<file path="config.mk">
export PLATFORM = sky130hd
export DESIGN_NAME = complementary_waveform_gen
export DESIGN_NICKNAME = d
export VERILOG_FILES = /design/src/rtl/wavegen_pkg.sv /design/src/rtl/complementary_waveform_gen.sv /design/src/rtl/deadband_timer.sv
export VERILOG_INCLUDE_DIRS = /design/src /design/src/rtl
export SDC_FILE = /design/constraint.sdc
export NUM_CORES = 1
export LEC_CHECK = 0
export ABC_AREA = 1
export BUFFER_PORTS_ARGS = -buffer_cell sky130_fd_sc_hd__buf_2
export CAP_MARGIN = 15
export CORE_ASPECT_RATIO = 2
export CORE_MARGIN = 1.5
export CORE_UTILIZATION = 50
export CTS_BUF_LIST = sky130_fd_sc_hd__clkbuf_16
export CTS_CLUSTER_SIZE = 8
export DETAILED_ROUTE_END_ITERATION = 16
export GPL_TIMING_DRIVEN = 0
export PLACE_DENSITY = 0.76
export SLEW_MARGIN = 20
export SYNTH_ARGS = -nofsm -noshare
export SYNTH_HDL_FRONTEND = slang
export SYNTH_HIERARCHICAL = 1
export SYNTH_SLANG_ARGS = --single-unit
</file>
<file path="constraint.sdc">
create_clock -name CLK -period 1.8 [get_ports CLK]
set_input_delay 0.09 -clock CLK [delete_from_list [all_inputs] [get_ports CLK]]
set_output_delay 0.09 -clock CLK [all_outputs]
set_load 0.01 [all_outputs]
</file>
<file path="src/rtl/wavegen_map.svh">
`ifndef WAVEGEN_MAP_SVH
`define WAVEGEN_MAP_SVH
`define WG_ADDR_CTRL0 12'h000
`define WG_ADDR_CTRL1 12'h004
`define WG_ADDR_DBR 12'h008
`define WG_ADDR_DBF 12'h00C
`define WG_ADDR_SHUT 12'h010
`define WG_ADDR_STEER 12'h014
`define WG_ADDR_IRQ_STAT 12'h018
`define WG_ADDR_IRQ_MASK 12'h01C
`define WG_ADDR_LIVE 12'h020
`define WG_CTRL0_EN 7
`define WG_CTRL0_MODE_HI 2
`define WG_CTRL0_MODE_LO 0
`define WG_SHUT_SRC_HI 3
`define WG_SHUT_SRC_LO 0
`define WG_SHUT_RESTART 4
`define WG_SHUT_OVR_LO 8
`define WG_SHUT_SOFT 16
`define WG_IRQ_SHUT 0
`define WG_IRQ_RESTART 1
`define WG_DB_W 6
`define WG_ZERO32 32'h0000_0000
`endif

</file>
<file path="src/rtl/wavegen_pkg.sv">
`default_nettype none
package wavegen_pkg;
  typedef enum logic [2:0] {
    MODE_HALF = 3'h4,
    MODE_PUSH = 3'h5,
    MODE_ASYNC_STEER = 3'h0,
    MODE_SYNC_STEER = 3'h1,
    MODE_FB_FWD = 3'h2,
    MODE_FB_REV = 3'h3
  } wg_mode_t;
  typedef enum logic [1:0] {
    SD_RUN = 2'b00,
    SD_DOWN = 2'b01,
    SD_WAIT = 2'b11
  } sd_state_t;
  typedef struct packed {
    logic psel;
    logic penable;
    logic pwrite;
    logic [11:0] paddr;
    logic [31:0] pwdata;
  } apb_req_t;
  typedef struct packed {
    logic [31:0] prdata;
    logic pready;
    logic pslverr;
  } apb_rsp_t;
  typedef struct packed {
    logic a;
    logic b;
    logic c;
    logic d;
  } wave_out_t;
endpackage : wavegen_pkg
`default_nettype wire

</file>
<file path="src/rtl/complementary_waveform_gen.sv">
`default_nettype none
`include "wavegen_map.svh"
module complementary_waveform_gen #(
  parameter int SRC_W = 4
) (
  input wire logic CLK,
  input wire logic RST_B,
  input wire wavegen_pkg::apb_req_t APB_REQ,
  output wavegen_pkg::apb_rsp_t APB_RSP,
  input wire logic PULSE_IN,
  input wire logic [SRC_W-1:0] SHUT_SRC,
  output wavegen_pkg::wave_out_t WAVE_OUT,
  output logic IRQ
);
  import wavegen_pkg::*;

  // Register state
  logic en_q, en_d;
  wg_mode_t mode_q, mode_d;
  logic [3:0] pol_q, pol_d;
  logic [`WG_DB_W-1:0] dbr_q, dbr_d, dbf_q, dbf_d;
  logic dbr_en_q, dbr_en_d, dbf_en_q, dbf_en_d;
  logic [SRC_W-1:0] src_en_q, src_en_d;
  logic restart_q, restart_d;
  logic [7:0] ovr_q, ovr_d;
  logic soft_q, soft_d;
  logic [3:0] steer_q, steer_d;
  logic [1:0] stat_q, stat_d, mask_q, mask_d;
  apb_rsp_t rsp_q, rsp_d;
  logic irq_q, irq_d;
  sd_state_t sd_q, sd_d;
  wave_out_t out_q, out_d;
  logic [3:0] steer_live_q, steer_live_d;
  logic pulse_prev_q, pulse_prev_d;
  logic pp_q, pp_d;
  logic mode_ok;
  logic wr, rd, fault, ev_shut, ev_restart;
  logic rise_del, fall_del;

  // Override code per pin: 0 inactive, 1 active, 2 drive low, 3 drive high
  function automatic logic ovr_level(input logic [1:0] code, input logic pol);
    case (code)
      2'b00: ovr_level = pol;
      2'b01: ovr_level = ~pol;
      2'b10: ovr_level = 1'b0;
      default: ovr_level = 1'b1;
    endcase
  endfunction : ovr_level

  // Accepts only the six documented mode codes
  function automatic logic is_mode(input logic [2:0] m);
    is_mode = (m == MODE_HALF) || (m == MODE_PUSH) || (m == MODE_ASYNC_STEER) ||
              (m == MODE_SYNC_STEER) || (m == MODE_FB_FWD) || (m == MODE_FB_REV);
  endfunction : is_mode

  // Access-phase strobes and the live shutdown condition
  assign wr = APB_REQ.psel && APB_REQ.penable && APB_REQ.pwrite;
  assign rd = APB_REQ.psel && APB_REQ.penable && !APB_REQ.pwrite;
  assign fault = en_q && (((SHUT_SRC & src_en_q) != '0) || soft_q);
  assign mode_ok = is_mode(APB_REQ.pwdata[`WG_CTRL0_MODE_HI:`WG_CTRL0_MODE_LO]);

  // Dead-band timers: A path delays rise, B path delays input fall
  deadband_timer #(.W(`WG_DB_W)) u_rise (
    .CLK(CLK),
    .RST_B(RST_B),
    .run(en_q),
    .enable(dbr_en_q),
    .count(dbr_q),
    .level_in(PULSE_IN),
    .level_out(rise_del)
  );
  deadband_timer #(.W(`WG_DB_W)) u_fall (
    .CLK(CLK),
    .RST_B(RST_B),
    .run(en_q),
    .enable(dbf_en_q),
    .count(dbf_q),
    .level_in(~PULSE_IN),
    .level_out(fall_del)
  );

  // Shutdown state machine
  always_comb begin
    sd_d = sd_q;
    ev_shut = 1'b0;
    ev_restart = 1'b0;
    case (sd_q)
      SD_RUN: begin
        if (fault) begin
          sd_d = SD_DOWN;
          ev_shut = 1'b1;
        end
      end
      SD_DOWN: begin
        if (!fault) begin
          sd_d = SD_WAIT;
        end
      end
      SD_WAIT: begin
        if (fault) begin
          sd_d = SD_DOWN;
        end else if (restart_q && !PULSE_IN) begin
          sd_d = SD_RUN;
          ev_restart = 1'b1;
        end else if (wr && APB_REQ.paddr == `WG_ADDR_SHUT && !APB_REQ.pwdata[`WG_SHUT_SOFT]) begin
          sd_d = SD_RUN;
          ev_restart = 1'b1;
        end
      end
      default: sd_d = SD_RUN;
    endcase
    if (!en_q) begin
      sd_d = SD_RUN;
    end
  end

  // Waveform formation per mode
  always_comb begin
    wave_out_t raw;
    logic [3:0] act;
    raw = '0;
    act = 4'h0;
    steer_live_d = steer_live_q;
    pulse_prev_d = PULSE_IN;
    // Push-pull swaps its output pair on every rising input edge, starting on A
    pp_d = pp_q;
    if (!en_q || mode_q != MODE_PUSH) begin
      pp_d = 1'b0;
    end else if (PULSE_IN && !pulse_prev_q) begin
      pp_d = ~pp_q;
    end
    // Synchronous steering takes new steering on a rising input edge
    if (mode_q == MODE_SYNC_STEER) begin
      if (PULSE_IN && !pulse_prev_q) begin
        steer_live_d = steer_q;
      end
    end else begin
      steer_live_d = steer_q;
    end
    case (mode_q)
      MODE_HALF: begin
        act = {fall_del, rise_del, fall_del, rise_del};
      end
      MODE_PUSH: begin
        // Pulses alternate between the A/C pair and the B/D pair
        act = {PULSE_IN & ~pp_d, PULSE_IN & pp_d, PULSE_IN & ~pp_d, PULSE_IN & pp_d};
      end
      MODE_ASYNC_STEER: act = {4{PULSE_IN}} & {steer_q[3], steer_q[2], steer_q[1], steer_q[0]};
      MODE_SYNC_STEER: act = {4{PULSE_IN}} & {steer_live_q[3], steer_live_q[2], steer_live_q[1], steer_live_q[0]};
      MODE_FB_FWD: act = {PULSE_IN, 1'b0, 1'b0, 1'b1} & {1'b1, 1'b0, 1'b0, rise_del | ~dbr_en_q};
      MODE_FB_REV: act = {1'b0, 1'b1, PULSE_IN, 1'b0} & {1'b0, fall_del | ~dbf_en_q | PULSE_IN, 1'b1, 1'b0};
      default: act = 4'h0;
    endcase
    // Polarity is applied after the mode logic
    raw.a = act[0] ^ pol_q[0];
    raw.b = act[1] ^ pol_q[1];
    raw.c = act[2] ^ pol_q[2];
    raw.d = act[3] ^ pol_q[3];
    out_d = raw;
    if (!en_q) begin
      out_d = {pol_q[0], pol_q[1], pol_q[2], pol_q[3]};
    end else if (sd_q != SD_RUN || fault) begin
      out_d.a = ovr_level(ovr_q[1:0], pol_q[0]);
      out_d.b = ovr_level(ovr_q[3:2], pol_q[1]);
      out_d.c = ovr_level(ovr_q[5:4], pol_q[2]);
      out_d.d = ovr_level(ovr_q[7:6], pol_q[3]);
    end
  end

  // Register file writes and sticky status
  always_comb begin
    en_d = en_q;
    mode_d = mode_q;
    pol_d = pol_q;
    dbr_d = dbr_q;
    dbf_d = dbf_q;
    dbr_en_d = dbr_en_q;
    dbf_en_d = dbf_en_q;
    src_en_d = src_en_q;
    restart_d = restart_q;
    ovr_d = ovr_q;
    soft_d = soft_q;
    steer_d = steer_q;
    mask_d = mask_q;
    stat_d = stat_q;
    if (wr) begin
      case (APB_REQ.paddr)
        `WG_ADDR_CTRL0: begin
          en_d = APB_REQ.pwdata[`WG_CTRL0_EN];
          // Mode is taken while disabled, or as a full-bridge direction swap
          if (mode_ok && (!en_q || ((mode_q == MODE_FB_FWD || mode_q == MODE_FB_REV) &&
              (APB_REQ.pwdata[2:0] == MODE_FB_FWD || APB_REQ.pwdata[2:0] == MODE_FB_REV)))) begin
            mode_d = wg_mode_t'(APB_REQ.pwdata[`WG_CTRL0_MODE_HI:`WG_CTRL0_MODE_LO]);
          end
        end
        `WG_ADDR_CTRL1: pol_d = APB_REQ.pwdata[3:0];
        `WG_ADDR_DBR: begin
          dbr_d = APB_REQ.pwdata[`WG_DB_W-1:0];
          dbr_en_d = APB_REQ.pwdata[`WG_DB_W];
        end
        `WG_ADDR_DBF: begin
          dbf_d = APB_REQ.pwdata[`WG_DB_W-1:0];
          dbf_en_d = APB_REQ.pwdata[`WG_DB_W];
        end
        `WG_ADDR_SHUT: begin
          src_en_d = APB_REQ.pwdata[SRC_W-1:0];
          restart_d = APB_REQ.pwdata[`WG_SHUT_RESTART];
          ovr_d = APB_REQ.pwdata[`WG_SHUT_OVR_LO+7:`WG_SHUT_OVR_LO];
          soft_d = APB_REQ.pwdata[`WG_SHUT_SOFT];
        end
        `WG_ADDR_STEER: steer_d = APB_REQ.pwdata[3:0];
        `WG_ADDR_IRQ_STAT: stat_d = stat_q & ~APB_REQ.pwdata[1:0];
        `WG_ADDR_IRQ_MASK: mask_d = APB_REQ.pwdata[1:0];
        default: ;
      endcase
    end
    // Hardware set wins over a software clear
    if (ev_shut) begin
      stat_d[`WG_IRQ_SHUT] = 1'b1;
    end
    if (ev_restart) begin
      stat_d[`WG_IRQ_RESTART] = 1'b1;
      soft_d = 1'b0;
    end
    irq_d = (stat_d & mask_d) != 2'b00;
  end

  // APB response: zero wait states, error on unmapped address
  always_comb begin
    rsp_d = '0;
    rsp_d.pready = APB_REQ.psel && !APB_REQ.penable;
    rsp_d.prdata = `WG_ZERO32;
    if (APB_REQ.psel && !APB_REQ.penable) begin
      case (APB_REQ.paddr)
        `WG_ADDR_CTRL0: rsp_d.prdata = {24'h00_0000, en_q, 4'h0, mode_q};
        `WG_ADDR_CTRL1: rsp_d.prdata = {28'h000_0000, pol_q};
        `WG_ADDR_DBR: rsp_d.prdata = {25'h000_0000, dbr_en_q, dbr_q};
        `WG_ADDR_DBF: rsp_d.prdata = {25'h000_0000, dbf_en_q, dbf_q};
        `WG_ADDR_SHUT: rsp_d.prdata = {15'h0000, soft_q, ovr_q, 3'h0, restart_q, 4'(src_en_q)};
        `WG_ADDR_STEER: rsp_d.prdata = {28'h000_0000, steer_q};
        `WG_ADDR_IRQ_STAT: rsp_d.prdata = {30'h0000_0000, stat_q};
        `WG_ADDR_IRQ_MASK: rsp_d.prdata = {30'h0000_0000, mask_q};
        `WG_ADDR_LIVE: rsp_d.prdata = {24'h00_0000, sd_q, 2'h0, out_q.a, out_q.b, out_q.c, out_q.d};
        default: rsp_d.pslverr = 1'b1;
      endcase
    end
  end

  // Register stage for all state
  always_ff @(posedge CLK) begin
    if (!RST_B) begin
      en_q <= 1'b0;
      mode_q <= MODE_HALF;
      pol_q <= 4'h0;
      dbr_q <= '0;
      dbf_q <= '0;
      dbr_en_q <= 1'b0;
      dbf_en_q <= 1'b0;
      src_en_q <= '0;
      restart_q <= 1'b0;
      ovr_q <= 8'h00;
      soft_q <= 1'b0;
      steer_q <= 4'h0;
      stat_q <= 2'h0;
      mask_q <= 2'h0;
      rsp_q <= '0;
      irq_q <= 1'b0;
      sd_q <= SD_RUN;
      out_q <= '0;
      steer_live_q <= 4'h0;
      pulse_prev_q <= 1'b0;
      pp_q <= 1'b0;
    end else begin
      en_q <= en_d;
      mode_q <= mode_d;
      pol_q <= pol_d;
      dbr_q <= dbr_d;
      dbf_q <= dbf_d;
      dbr_en_q <= dbr_en_d;
      dbf_en_q <= dbf_en_d;
      src_en_q <= src_en_d;
      restart_q <= restart_d;
      ovr_q <= ovr_d;
      soft_q <= soft_d;
      steer_q <= steer_d;
      stat_q <= stat_d;
      mask_q <= mask_d;
      rsp_q <= rsp_d;
      irq_q <= irq_d;
      sd_q <= sd_d;
      out_q <= out_d;
      steer_live_q <= steer_live_d;
      pulse_prev_q <= pulse_prev_d;
      pp_q <= pp_d;
    end
  end

  assign APB_RSP = rsp_q;
  assign WAVE_OUT = out_q;
  assign IRQ = irq_q;
endmodule : complementary_waveform_gen
`default_nettype wire

</file>
<file path="src/rtl/deadband_timer.sv">
`default_nettype none
`include "wavegen_map.svh"
// Delays the rising edge of its input by a count; falling edges pass at once
module deadband_timer #(
  parameter int W = `WG_DB_W
) (
  input wire logic CLK,
  input wire logic RST_B,
  input wire logic run,
  input wire logic enable,
  input wire logic [W-1:0] count,
  input wire logic level_in,
  output logic level_out
);
  logic [W-1:0] cnt_q, cnt_d;
  logic out_q, out_d;
  logic prev_q, prev_d;
  assign level_out = out_d;
  // Next state: load on input rise, count down, release at zero
  always_comb begin
    cnt_d = cnt_q;
    out_d = out_q;
    prev_d = level_in;
    if (!run) begin
      cnt_d = '0;
      out_d = 1'b0;
      prev_d = 1'b0;
    end else if (!level_in) begin
      cnt_d = '0;
      out_d = 1'b0;
    end else if (!enable || count == '0) begin
      out_d = 1'b1;
    end else if (!prev_q) begin
      cnt_d = count - W'(1);
      out_d = 1'b0;
    end else if (cnt_q != '0) begin
      cnt_d = cnt_q - W'(1);
    end else begin
      out_d = 1'b1;
    end
  end
  // Register stage
  always_ff @(posedge CLK) begin
    if (!RST_B) begin
      cnt_q <= '0;
      out_q <= 1'b0;
      prev_q <= 1'b0;
    end else begin
      cnt_q <= cnt_d;
      out_q <= out_d;
      prev_q <= prev_d;
    end
  end
endmodule : deadband_timer
`default_nettype wire

</file>
==> parameters.txt, run 1 <==
Parameter                              Value

Hold path
  Hold wc startpoint    APB_REQ[7]
  Worst hold path cell count    3
  Worst min-delay path class    in -> reg
  Worst-case hold path end point    en_q

Yosys
  Post-synthesis register bit count    92
  Synth warnings    6
  Synthesized area    4666 sq um
  Count of flip-flops with a built-in enable after synthesis    0
  Synthesized area divided by synthesized cell count    6.831 sq um
  Synth async-reset ratio    0%
  Share of synthesized area occupied by flip-flops and latches    39.47%
  Distinct cell type count after synthesis    40
  Commonest register cell after synthesis    dfxtp_1
  Cells after synthesis    683

Setup path
  Peak fanout along the critical path    2
  Slowest library cell on the worst path    dfxtp_4
  Arrival time reported for the critical path endpoint    2.05 ns
  Reg-to-Reg End    WAVE_OUT[1]
  Largest stage delay on the critical path    0.37 ns
  Kind of cell adding the most delay to the critical path    simple AND/OR/NAND/NOR gates
  Capturing element type of the critical path    flip-flop
  Class of the most critical setup path    reg -> reg
  Cells along the critical path    inv_8 -> nor2_2 -> nand2_2 -> nor2_4 -> nor2_4 -> inv_4 -> a21oi_4 -> nor2_4 -> o31ai_2 -> nand2_1 -> nor2_1 -> nand2_1 -> nand2_1 -> nand2_1 -> a21oi_2
  Cell count of the worst reg-to-reg path    15
  WP buf/inv    2
  Most common cell type on the critical path    nand2_1
  Critical Path RT    2.08 ns
  R2R Path Start    u_fall/prev_q
  Setup slack, reg-to-reg    0.03 ns
  Type of origin of the critical path    flip-flop

Clocking
  Count of clock tree sinks    92
  H-tree levels    3
  Clock insertion delay at the later pin of the skew report    0.35 ns
  Cts bufs inserted    9
  CTS root buf    clkbuf_16
  Maximum clock path buffer count    2
  Clock transition time at the flip-flop clock pins of the worst setup and hold paths    0.06 ns
  TritonCTS clock tree    built

Global routing
  Antenna violations before repair    0
  GRT Util Overall    27.90%
  Largest net degree at the start of global routing    15
  Number of global-route vias before repair    4,532
  Remaining global-route overflow    0
  Global-route wire length before repair    21.65 mm

Drt
  Number of remaining DRC errors    0
  Number of vias per cell after detailed routing    5.420
  Number of DRC violations after detailed-routing iteration 0    310
  Number of vias in the routed layout    4,818
  Average wire per standard cell    15.82 microns
  Wire length after detailed routing    14.06 mm
  Post-route antenna net violation count    0
  DR pass1 iterations    4

Die
  Placeable core region    9012 sq um
  Number of top-level pins    93
  Initial standard-cell utilization of the core    51.77%
  Die Span X    71.31 microns
  Area of the die    9955 sq um
  Height of the chip    139.6 microns
  Std-Cell Rows    49

Cells and area
  Share of the core filled with cells    62.71%
  Proportion of layout cells with a drive suffix above 1    23.63%
  Final cell area excluding filler cells    5652 sq um
  Diodes inserted    0
  Number of nets in the finished design    838
  Area added between synthesis and finish    21.13%

Pwr
  Pwr/cell area    696.4 nW/um^2
  PnR Total Power    3.936 mW
  Leakage power total    2.466 nW
  Peak supply drop    0.7235 mV

Status
  Status    completed

Timing
  Number of max-slew violations in the final report    0
  Time the worst path needs with I/O delays and setup    1.766 ns
  Setup repair after global routing missed its margin    true
  Final critical-path setup slack    0.03446 ns
  Slew of the pin with the lowest slew margin    0.5914 ns
  Max transition margin    60.57%
  Clock Skews    0.005997 ns
  Final hold violations    0
  Final hold slack    0.01725 ns
  Maximum clock rate    566.4 MHz
  Final setup vio count    0
  Final worst path period share    98.09%

Placement
  Worst slack, placed    -0.2648 ns
  Placed inst area    5151 sq um
  Detailed-placement wirelength estimate    10.62 mm
  GPL Wtd Cong    0.9703
  Count of buffers from port buffering    61

Run
  Max cap viols    0
-- synthesized netlist by cell type, types with 2 or more instances --
cell type | n | area share [%]
a211oi_1 | 6 | 0.97
a21oi_1 | 52 | 5.6
a21oi_2 | 2 | 0.38
buf_2 | 6 | 0.64
buf_4 | 16 | 2.6
buf_6 | 3 | 0.72
clkbuf_1 | 6 | 0.48
clkinv_1 | 3 | 0.24
dfxtp_1 | 92 | 39
ha_1 | 2 | 0.54
inv_1 | 90 | 7.2
inv_2 | 5 | 0.40
inv_6 | 2 | 0.38
nand2_1 | 136 | 11
nand2_2 | 5 | 0.67
nand3_1 | 36 | 3.9
nand3_2 | 3 | 0.64
nand3b_1 | 2 | 0.32
nand4_1 | 9 | 1.2
nor2_1 | 92 | 7.4
nor2_2 | 9 | 1.2
nor2_4 | 6 | 1.4
nor3_1 | 5 | 0.54
nor3_4 | 2 | 0.70
o211ai_1 | 3 | 0.48
o21ai_0 | 68 | 7.3
o21ai_2 | 2 | 0.38
o221ai_1 | 2 | 0.38
o22ai_1 | 6 | 0.80
xnor2_1 | 2 | 0.38
-- logic make-up (layout without fill, tap and decap cells) --
family                     after synthesis  after routing  synth area share (%)
adders and majority gates                2              2                0.5363
DFF                                     92             92                 39.47
AOI/OAI and AO/OA                      145            145                 17.03
xor gates and xnor gates                 2              2                0.3755
other                                    1             15               0.08037
and+or+nand+nor                        310            310                 29.82
buffers and inverters                  131            221                 12.68
-- metal layers --
metal	global-route usage (%)	share of wire [%]
met1	27.30	35
met2	52.29	55
met3	3.693	4.8
met4	17.97	5.6
met5	0	0
-- layout make-up --
cell class	count	area, sq um
plain buffers	29	183.9
repair buffers	76	432.9
clock inverters	7	36.28
flip-flops and latches	92	1871
well taps	102	127.6
inverters	100	397.9
fillers	816	3361
multi-input cells	474	2377
clock buffers	9	225.2
-- repair_timing --
| item | CTS | global route |
|---|---|---|
| endpoints found under the hold margin | 1 | 0 |
| pin swaps | 14 | 13 |
| setup buffers | 9 | 5 |
| setup endpoints to repair | 6 | 15 |
| hold buffers | 1 | 0 |
| resized for setup | 21 | 29 |
-- registers in the layout, indices dropped and copies added, names as in the netlist, 6 cells and up --
| name | flops |
|---|---|
| APB_RSP | 19 |
| dbf_q | 6 |
| dbr_q | 6 |
| ovr_q | 8 |
| u_fall/cnt_q | 6 |
| u_rise/cnt_q | 6 |
-- power by group --
part | total [mW] | internal, mW | switching [mW]
logic | 0.206 | 0.0793 | 0.127
clock network | 1.70 | 0.915 | 0.780
registers | 2.03 | 2.03 | 0.000664
-- worst max path at each step --
stage | from | depth (start not counted) | endpoint | slack [ns]
6_report | u_fall/prev_q | 15 | WAVE_OUT[1] | 0.03
5_1_grt | u_fall/cnt_q[5] | 14 | WAVE_OUT[1] | -0.10
2_1_floorplan | u_fall/prev_q | 15 | WAVE_OUT[1] | 0.11
3_3_place_gp | en_q | 9 | WAVE_OUT[0] | -0.25
4_1_cts | u_fall/prev_q | 16 | WAVE_OUT[1] | -0.05
3_5_place_dp | u_fall/prev_q | 16 | WAVE_OUT[1] | -0.26
-- worst min-delay path, delay by kind of cell --
kind / cells / cell delay, ns
compound gates: 2 / 0.16
buf+inv: 1 / 0.08
-- stage by stage --
stage / instances / setup TNS, ns
after CTS: 886 / -0.04840
after global routing: 889 / -0.2395
after floorplan: 697 / 0
final: 889 / 0
after detailed placement: 860 / -0.9823
after global placement: 860 / -0.8876
-- cell usage in the layout (no fill, tap or decap), types with 14 or more instances in the layout --
cell and instances:
nand2_1 132, inv_1 92, nor2_1 87, dfxtp_1 75
buf_2 67, o21ai_0 66, a21oi_1 50, nand3_1 34
buf_4 29, conb_1 15, dfxtp_2 14
Power figures use the tool's default switching activity.
==> inputs of run 2 (changes only) <==
--- a/config.mk
+++ b/config.mk
@@ -10,7 +10,7 @@
 export BUFFER_PORTS_ARGS = -buffer_cell sky130_fd_sc_hd__buf_2
 export CAP_MARGIN = 15
 export CORE_ASPECT_RATIO = 2
-export CORE_MARGIN = 1.5
+export CORE_MARGIN = 2
 export CORE_UTILIZATION = 50
 export CTS_BUF_LIST = sky130_fd_sc_hd__clkbuf_16
 export CTS_CLUSTER_SIZE = 8
==> run 2 against run 1 <==
Against the previous run: power grew 8.0%; register-to-register slack gained 0.04 ns; clock power grew 18%; critical path depth shrank 7; hold slack gained 0.0091 ns; first-iteration DRC count shrank 10%; flip-flop and latch count is the same; combinational power shrank 3%; global-route usage grew 0.43 points.
==> parameters.txt, run 2 (synthesized netlist as in run 1, its figures left out) <==
Parameter                              Value

Status
  Status    completed (unchanged)

Setup path
  Cells along the critical path    dlygate4sd3_1 -> buf_2 -> nand3_1 -> clkinvlp_4 -> nand2_2 -> buf_2 -> o21ai_0 -> a21oi_1 (was inv_8 -> nor2_2 -> nand2_2 -> nor2_4 -> nor2_4 -> inv_4 -> a21oi_4 -> nor2_4 -> o31ai_2 -> nand2_1 -> nor2_1 -> nand2_1 -> nand2_1 -> nand2_1 -> a21oi_2)
  Cell count of the worst reg-to-reg path    16 (was 15)
  Class of the most critical setup path    in -> reg (was reg -> reg)
  Most common cell type on the critical path    buf_2 (was nand2_1)
  Critical Path RT    2.08 ns (about the same)
  Peak fanout along the critical path    10 (was 2)
  Reg-to-Reg End    WAVE_OUT[3] (was WAVE_OUT[1])
  Slowest library cell on the worst path    dlygate4sd3_1 (was dfxtp_4)
  R2R Path Start    u_rise/prev_q (was u_fall/prev_q)
  Arrival time reported for the critical path endpoint    2.01 ns (was 2.05 ns)
  Setup slack, reg-to-reg    0.07 ns (was 0.03 ns)
  Largest stage delay on the critical path    0.54 ns (was 0.37 ns)
  Capturing element type of the critical path    flip-flop (unchanged)
  Type of origin of the critical path    primary input (was flip-flop)

Timing
  Time the worst path needs with I/O delays and setup    1.738 ns (was 1.766 ns)
  Maximum clock rate    575.3 MHz (was 566.4 MHz)
  Max transition margin    57.86% (was 60.57%)
  Setup repair after global routing missed its margin    true (unchanged)
  Slew of the pin with the lowest slew margin    0.6320 ns (was 0.5914 ns)
  Final worst path period share    96.57% (was 98.09%)
  Final hold violations    0 (unchanged)
  Number of max-slew violations in the final report    0 (unchanged)
  Clock Skews    0.006623 ns (was 0.005997 ns)
  Final setup vio count    0 (unchanged)

Die
  Area of the die    10,170 sq um (was 9955 sq um)
  Die Span X    72.31 microns (was 71.31 microns)
  Placeable core region    9012 sq um (unchanged)
  Height of the chip    140.6 microns (was 139.6 microns)
  Std-Cell Rows    49 (unchanged)
  Initial standard-cell utilization of the core    51.77% (unchanged)
  Number of top-level pins    93 (unchanged)

Clocking
  Cts bufs inserted    9 (unchanged)
  H-tree levels    3 (unchanged)
  Clock transition time at the flip-flop clock pins of the worst setup and hold paths    0.07 ns (was 0.06 ns)
  Maximum clock path buffer count    2 (unchanged)
  Clock insertion delay at the later pin of the skew report    0.34 ns (was 0.35 ns)
  CTS root buf    clkbuf_16 (unchanged)
  Count of clock tree sinks    92 (unchanged)
  TritonCTS clock tree    built (unchanged)

Global routing
  Antenna violations before repair    0 (unchanged)
  Largest net degree at the start of global routing    16 (was 15)
  Remaining global-route overflow    0 (unchanged)
  Number of global-route vias before repair    4,741 (was 4,532)
  GRT Util Overall    28.34% (was 27.90%)
  Global-route wire length before repair    22.35 mm (was 21.65 mm)

Cells and area
  Multi-input combinational cell area    2370 sq um (was 2377 sq um)
  Most common library cell in the layout ignoring fill and taps    nand2_1 (unchanged)
  Total of fill cells in the finished design    856 (was 816)
  Top library cells by usage in the layout, fill and taps aside    131 x nand2_1, 89 x inv_1, 89 x nor2_1, 77 x dfxtp_1, 67 x buf_2 (was 132 x nand2_1, 92 x inv_1, 87 x nor2_1, 75 x dfxtp_1, 67 x buf_2)
  Storage element area    1863 sq um (was 1871 sq um)
  Final cell area excluding filler cells    5670 sq um (was 5652 sq um)
  Proportion of layout cells with a drive suffix above 1    23.41% (was 23.63%)
  Diodes inserted    0 (unchanged)
  Max reg flops    19 (unchanged)
  Number of nets in the finished design    837 (was 838)
  Area added between synthesis and finish    21.53% (was 21.13%)
  Share of the core filled with cells    62.92% (was 62.71%)
  Final standard cell count with taps included and fillers excluded    888 (was 889)

Placement
  Inst Count DP    860 (unchanged)
  GPL Wtd Cong    0.9655 (was 0.9703)
  Detailed-placement wirelength estimate    10.84 mm (was 10.62 mm)
  Count of buffers from port buffering    61 (unchanged)
  Placed inst area    5151 sq um (unchanged)

Pwr
  Peak supply drop    0.6067 mV (was 0.7235 mV)
  Pwr/cell area    749.7 nW/um^2 (was 696.4 nW/um^2)
  Leakage power total    2.475 nW (was 2.466 nW)

Hold path
  Worst min-delay path class    in -> reg (unchanged)
  Worst hold path cell count    3 (unchanged)
  Worst-case hold path end point    ovr_q[0] (was en_q)
  Hold wc startpoint    APB_REQ[8] (was APB_REQ[7])

Drt
  Number of vias in the routed layout    4,789 (was 4,818)
  Average wire per standard cell    15.92 microns (was 15.82 microns)
  Post-route antenna net violation count    0 (unchanged)
  Number of vias per cell after detailed routing    5.393 (was 5.420)
  DR pass1 iterations    5 (was 4)
  Number of DRC violations after detailed-routing iteration 0    278 (was 310)
  Wire length after detailed routing    14.14 mm (was 14.06 mm)
  Number of remaining DRC errors    0 (unchanged)

Run
  Max cap viols    0 (unchanged)
[run 2: changes by cell type in the layout (fill, tap and decap cells not counted), sizes merged]
cell	change
clkinvlp	-2
buf	-1
bufinv	+2
[run 2: power breakdown]
part           switching (mW)  leakage (nW)  internal (mW)
Combinational           0.126          1.57         0.0743
Clock                   0.802         0.155           1.21
Sequential           0.000611         0.748           2.04
Total                   0.929          2.47           3.32
[run 2: worst max-delay path: cells and delay by family]
| kind | cells | cell delay (ns) |
|---|---|---|
| buffers and inverters | 4 | 1.23 |
| AND/OR/NAND/NOR | 2 | 0.41 |
| AO/OA/AOI/OAI | 2 | 0.27 |
[run 2: timing repair]
| item | 4_1_cts | 5_1_grt |
|---|---|---|
| buffers inserted | 9 | 3 |
| resized for setup | 13 | 32 |
| pin swaps | 11 | 9 |
| setup endpoints to repair | 5 | 12 |
| hold buffers | 1 | 0 |
| gates cloned | 0 | 0 |
| hold endpoints to repair | 1 | 0 |
[run 2: metal layers]
layer	up-vias	wire length (microns)	global-route usage [%]
met5	-	0	0
met2	158	7895	54.23
met3	51	687	3.788
met4	0	788	16.48
met1	2220	4765	27.43
li1	2360	-	-
[run 2: worst max-delay path by stage]
stage | start | endpoint | depth (start not counted)
global route | u_rise/prev_q | WAVE_OUT[3] | 17
CTS | u_rise/prev_q | WAVE_OUT[3] | 17
floorplan | u_fall/prev_q | WAVE_OUT[1] | 15
finish | APB_REQ[45] | ovr_q[3] | 8
detailed placement | en_q | WAVE_OUT[0] | 9
global placement | en_q | WAVE_OUT[0] | 9
[run 2: cell type report]
class                      count  share of cell area (%)
buffer                        30                   3.442
clock buffer                   9                   3.972
clock inverter                 7                   1.589
inverter                     100                   6.951
multi-input combinational    474                   41.79
sequential                    92                   32.86
tap                          102                   2.251
timing repair buffer          74                   7.149
[run 2: stage by stage]
step	hold WS, ns	power [mW]	setup slack [ns]	setup TNS, ns
2_1_floorplan	0.2253	2.191	0.1146	0
3_3_place_gp	0.3304	2.274	-0.2829	-0.8667
3_5_place_dp	0.3348	2.276	-0.2929	-0.8949
4_1_cts	0.02948	4.252	0.001100	0
5_1_grt	0.05378	4.362	-0.04750	-0.07551
6_report	0.02631	4.251	0.06166	0
==> inputs of run 3 (changes only) <==
--- a/config.mk
+++ b/config.mk
@@ -11,12 +11,12 @@
 export CAP_MARGIN = 15
 export CORE_ASPECT_RATIO = 2
 export CORE_MARGIN = 2
-export CORE_UTILIZATION = 50
+export CORE_UTILIZATION = 55
 export CTS_BUF_LIST = sky130_fd_sc_hd__clkbuf_16
 export CTS_CLUSTER_SIZE = 8
 export DETAILED_ROUTE_END_ITERATION = 16
 export GPL_TIMING_DRIVEN = 0
-export PLACE_DENSITY = 0.76
+export PLACE_DENSITY = 0.8
 export SLEW_MARGIN = 20
 export SYNTH_ARGS = -nofsm -noshare
 export SYNTH_HDL_FRONTEND = slang
==> constraint.sdc (replaced) <==
create_clock -name CLK -period 1.73 [get_ports CLK]
set_input_delay 0.0865 -clock CLK [delete_from_list [all_inputs] [get_ports CLK]]
set_output_delay 0.0865 -clock CLK [all_outputs]
set_load 0.01 [all_outputs]
==> run 3 against run 2 <==
Against the previous run: hold slack lost 0.0026 ns; non-clock buffer count grew 5; die area shrank 8.7%; the flow now finishes with violations (negative setup slack); critical endpoint is now WAVE_OUT[1]; global-route usage grew 1.3 points; sequential power grew 4%; clock power grew 4%; wire length grew 0.98%; core utilization grew 6.3 points; clock skew grew 0.00083 ns; cell count grew 0.11%.
==> parameters.txt, run 3 (synthesized netlist as in run 1, its figures left out) <==
Parameter                              Value

Drt
  Post-route antenna net violation count    0 (unchanged)
  DR pass1 iterations    5 (unchanged)
  Number of vias per cell after detailed routing    5.516 (was 5.393)
  Number of vias in the routed layout    4,904 (was 4,789)
  Number of DRC violations after detailed-routing iteration 0    408 (was 278)
  Number of remaining DRC errors    0 (unchanged)
  Wire length after detailed routing    14.27 mm (was 14.14 mm)
  Average wire per standard cell    16.06 microns (was 15.92 microns)

Placement
  Detailed-placement wirelength estimate    10.78 mm (was 10.84 mm)
  GPL Wtd Cong    0.9788 (was 0.9655)
  Count of buffers from port buffering    61 (unchanged)

Setup path
  Cell count of the worst reg-to-reg path    15 (was 16)
  Arrival time reported for the critical path endpoint    2.04 ns (was 2.01 ns)
  Setup slack, reg-to-reg    -0.04 ns (was 0.07 ns)
  R2R Path Start    u_fall/prev_q (was u_rise/prev_q)
  Capturing element type of the critical path    flip-flop (unchanged)
  Class of the most critical setup path    reg -> reg (was in -> reg)
  Type of origin of the critical path    flip-flop (was primary input)
  Peak fanout along the critical path    2 (was 10)
  Critical Path RT    2.00 ns (was 2.08 ns)
  Reg-to-Reg End    WAVE_OUT[1] (was WAVE_OUT[3])

Timing
  Number of max-slew violations in the final report    0 (unchanged)
  Max transition margin    55.87% (was 57.86%)
  Maximum clock rate    563.8 MHz
  Final hold violations    0 (unchanged)
  Slew of the pin with the lowest slew margin    0.6619 ns (was 0.6320 ns)
  Time the worst path needs with I/O delays and setup    1.774 ns
  Final setup vio count    2 (was 0)
  Final critical-path setup slack    -0.04374 ns (was 0.06166 ns)
  Setup repair after global routing missed its margin    true (unchanged)
  Clock Skews    0.007455 ns (was 0.006623 ns)
  Final worst path period share    102.5%
  Final hold slack    0.02371 ns (was 0.02631 ns)

Pwr
  Relative contribution of sequential cells to total power    47.9% (about the same)
  Leakage power total    2.496 nW (was 2.475 nW)
  Part of the total power dissipated in the clock network    47.4% (about the same)
  Net switching power    0.9624 mW (was 0.9289 mW)
  Share of total power in combinational logic    4.7% (about the same)
  Internal power consumption    3.454 mW (was 3.322 mW)
  Peak supply drop    0.6822 mV (was 0.6067 mV)
  Switching share of power    21.79% (was 21.85%)
  Pwr/cell area    774.6 nW/um^2 (was 749.7 nW/um^2)

Global routing
  Remaining global-route overflow    0 (unchanged)
  Largest net degree at the start of global routing    16 (unchanged)
  Number of global-route vias before repair    4,742 (was 4,741)
  GRT Util Overall    29.66% (was 28.34%)
  Antenna violations before repair    0 (unchanged)
  Global-route wire length before repair    21.95 mm (was 22.35 mm)

Cells and area
  Max reg flops    19 (unchanged)
  Total of fill cells in the finished design    716 (was 856)
  Proportion of layout cells with a drive suffix above 1    24.02% (was 23.41%)
  Top library cells by usage in the layout, fill and taps aside    131 x nand2_1, 90 x inv_1, 89 x nor2_1, 73 x dfxtp_1 (was 131 x nand2_1, 89 x inv_1, 89 x nor2_1, 77 x dfxtp_1, 67 x buf_2)
  Most common library cell in the layout ignoring fill and taps    nand2_1 (unchanged)
  Number of nets in the finished design    842 (was 837)
  Diodes inserted    0 (unchanged)
  Share of the core filled with cells    69.26% (was 62.92%)
  Area added between synthesis and finish    22.20% (was 21.53%)

Hold path
  Worst hold path cell count    3 (unchanged)
  Hold wc startpoint    APB_REQ[7] (was APB_REQ[8])
  Worst min-delay path class    in -> reg (unchanged)
  Worst-case hold path end point    en_q (was ovr_q[0])

Die
  Area of the die    9280 sq um (was 10,170 sq um)
  Initial standard-cell utilization of the core    56.67% (was 51.77%)
  Placeable core region    8233 sq um (was 9012 sq um)
  Number of top-level pins    93 (unchanged)
  Std-Cell Rows    47 (was 49)
  Height of the chip    134.3 microns (was 140.6 microns)
  Die Span X    69.13 microns (was 72.31 microns)

Clocking
  CTS root buf    clkbuf_16 (unchanged)
  Clock insertion delay at the later pin of the skew report    0.34 ns (about the same)
  Cts bufs inserted    9 (unchanged)
  TritonCTS clock tree    built (unchanged)
  Maximum clock path buffer count    2 (unchanged)
  H-tree levels    3 (unchanged)
  Clock transition time at the flip-flop clock pins of the worst setup and hold paths    0.07 ns (about the same)
  Count of clock tree sinks    92 (unchanged)

Status
  Violated checks    negative setup slack
  Status    finished with violations (was completed)

Run
  Max cap viols    0 (unchanged)
[run 3: cell types whose count changed in the layout (fill, tap and decap cells not counted), moves of 2 or more]
| cell | change |
|---|---|
| dfxtp_2 | +2 |
| dfxtp_1 | -4 |
| dfxtp_4 | +2 |
| inv_2 | -2 |
| clkinv_2 | +2 |
| buf_4 | +6 |
[run 3: area by class of cell]
class	count	area [sq um]	area share (%)
inverters	100	397.9	6.978
clock buffers	9	225.2	3.950
multi-input cells	474	2356	41.32
flip-flops and latches	92	1873	32.85
plain buffers	29	186.4	3.270
well taps	98	122.6	2.151
repair buffers	80	450.4	7.900
clock inverters	7	90.09	1.580
[run 3: critical path, stage by stage (launching register included)]
cell and delay, ns:
dfxtp_4 0.37, inv_8 0.05, nor2_2 0.03, nand2_2 0.07
nor2_2 0.05, nor2_4 0.13, inv_4 0.05, a21oi_4 0.17
nor2_4 0.05, o31ai_1 0.18, nand2_1 0.10, nor2_1 0.09
nand2_1 0.05, nand2_1 0.07, nand2_1 0.06, a21oi_2 0.18
[run 3: routing by layer]
layer	wire [microns]	vias up	GRT usage (%)
li1	-	2374	-
met4	858	0	19.39
met3	672	65	3.907
met2	7834	200	56.89
met5	0	-	0
met1	4909	2265	28.74
[run 3: per-stage QoR]
step           cell area [sq um]  setup TNS [ns]  power, mW  std cells  setup slack (ns)
2_1_floorplan               4718               0      2.280        697           0.04461
3_3_place_gp                5146          -1.164      2.364        856           -0.3681
3_5_place_dp                5146          -1.312      2.367        856           -0.3860
4_1_cts                     5627         -0.2138      4.424        886           -0.1311
5_1_grt                     5702         -0.3810      4.516        889           -0.1109
6_report                    5702        -0.04635      4.416        889          -0.04374
[run 3: timing repair]
action	CTS	global route
hold buffers	1	0
endpoints found under the hold margin	1	0
endpoints found under the setup margin	6	23
gates resized for setup	22	26
pin swaps	13	14
buffers inserted	13	5
[run 3: worst max path at each step]
stage | from | end | cells past startpoint
after CTS | u_fall/prev_q | WAVE_OUT[1] | 16
after global placement | u_fall/prev_q | WAVE_OUT[1] | 16
final | u_fall/prev_q | WAVE_OUT[1] | 15
after global routing | u_fall/prev_q | WAVE_OUT[1] | 15
after floorplan | u_fall/prev_q | WAVE_OUT[1] | 15
after detailed placement | u_fall/prev_q | WAVE_OUT[1] | 16
[run 3: power groups by stage]
stage	Combinational (mW)	Sequential (mW)	Clock [mW]
2_1_floorplan	0.110	2.17	0
3_3_place_gp	0.195	2.17	0
3_5_place_dp	0.198	2.17	0
4_1_cts	0.200	2.12	2.10
5_1_grt	0.224	2.11	2.18
6_report	0.207	2.12	2.09
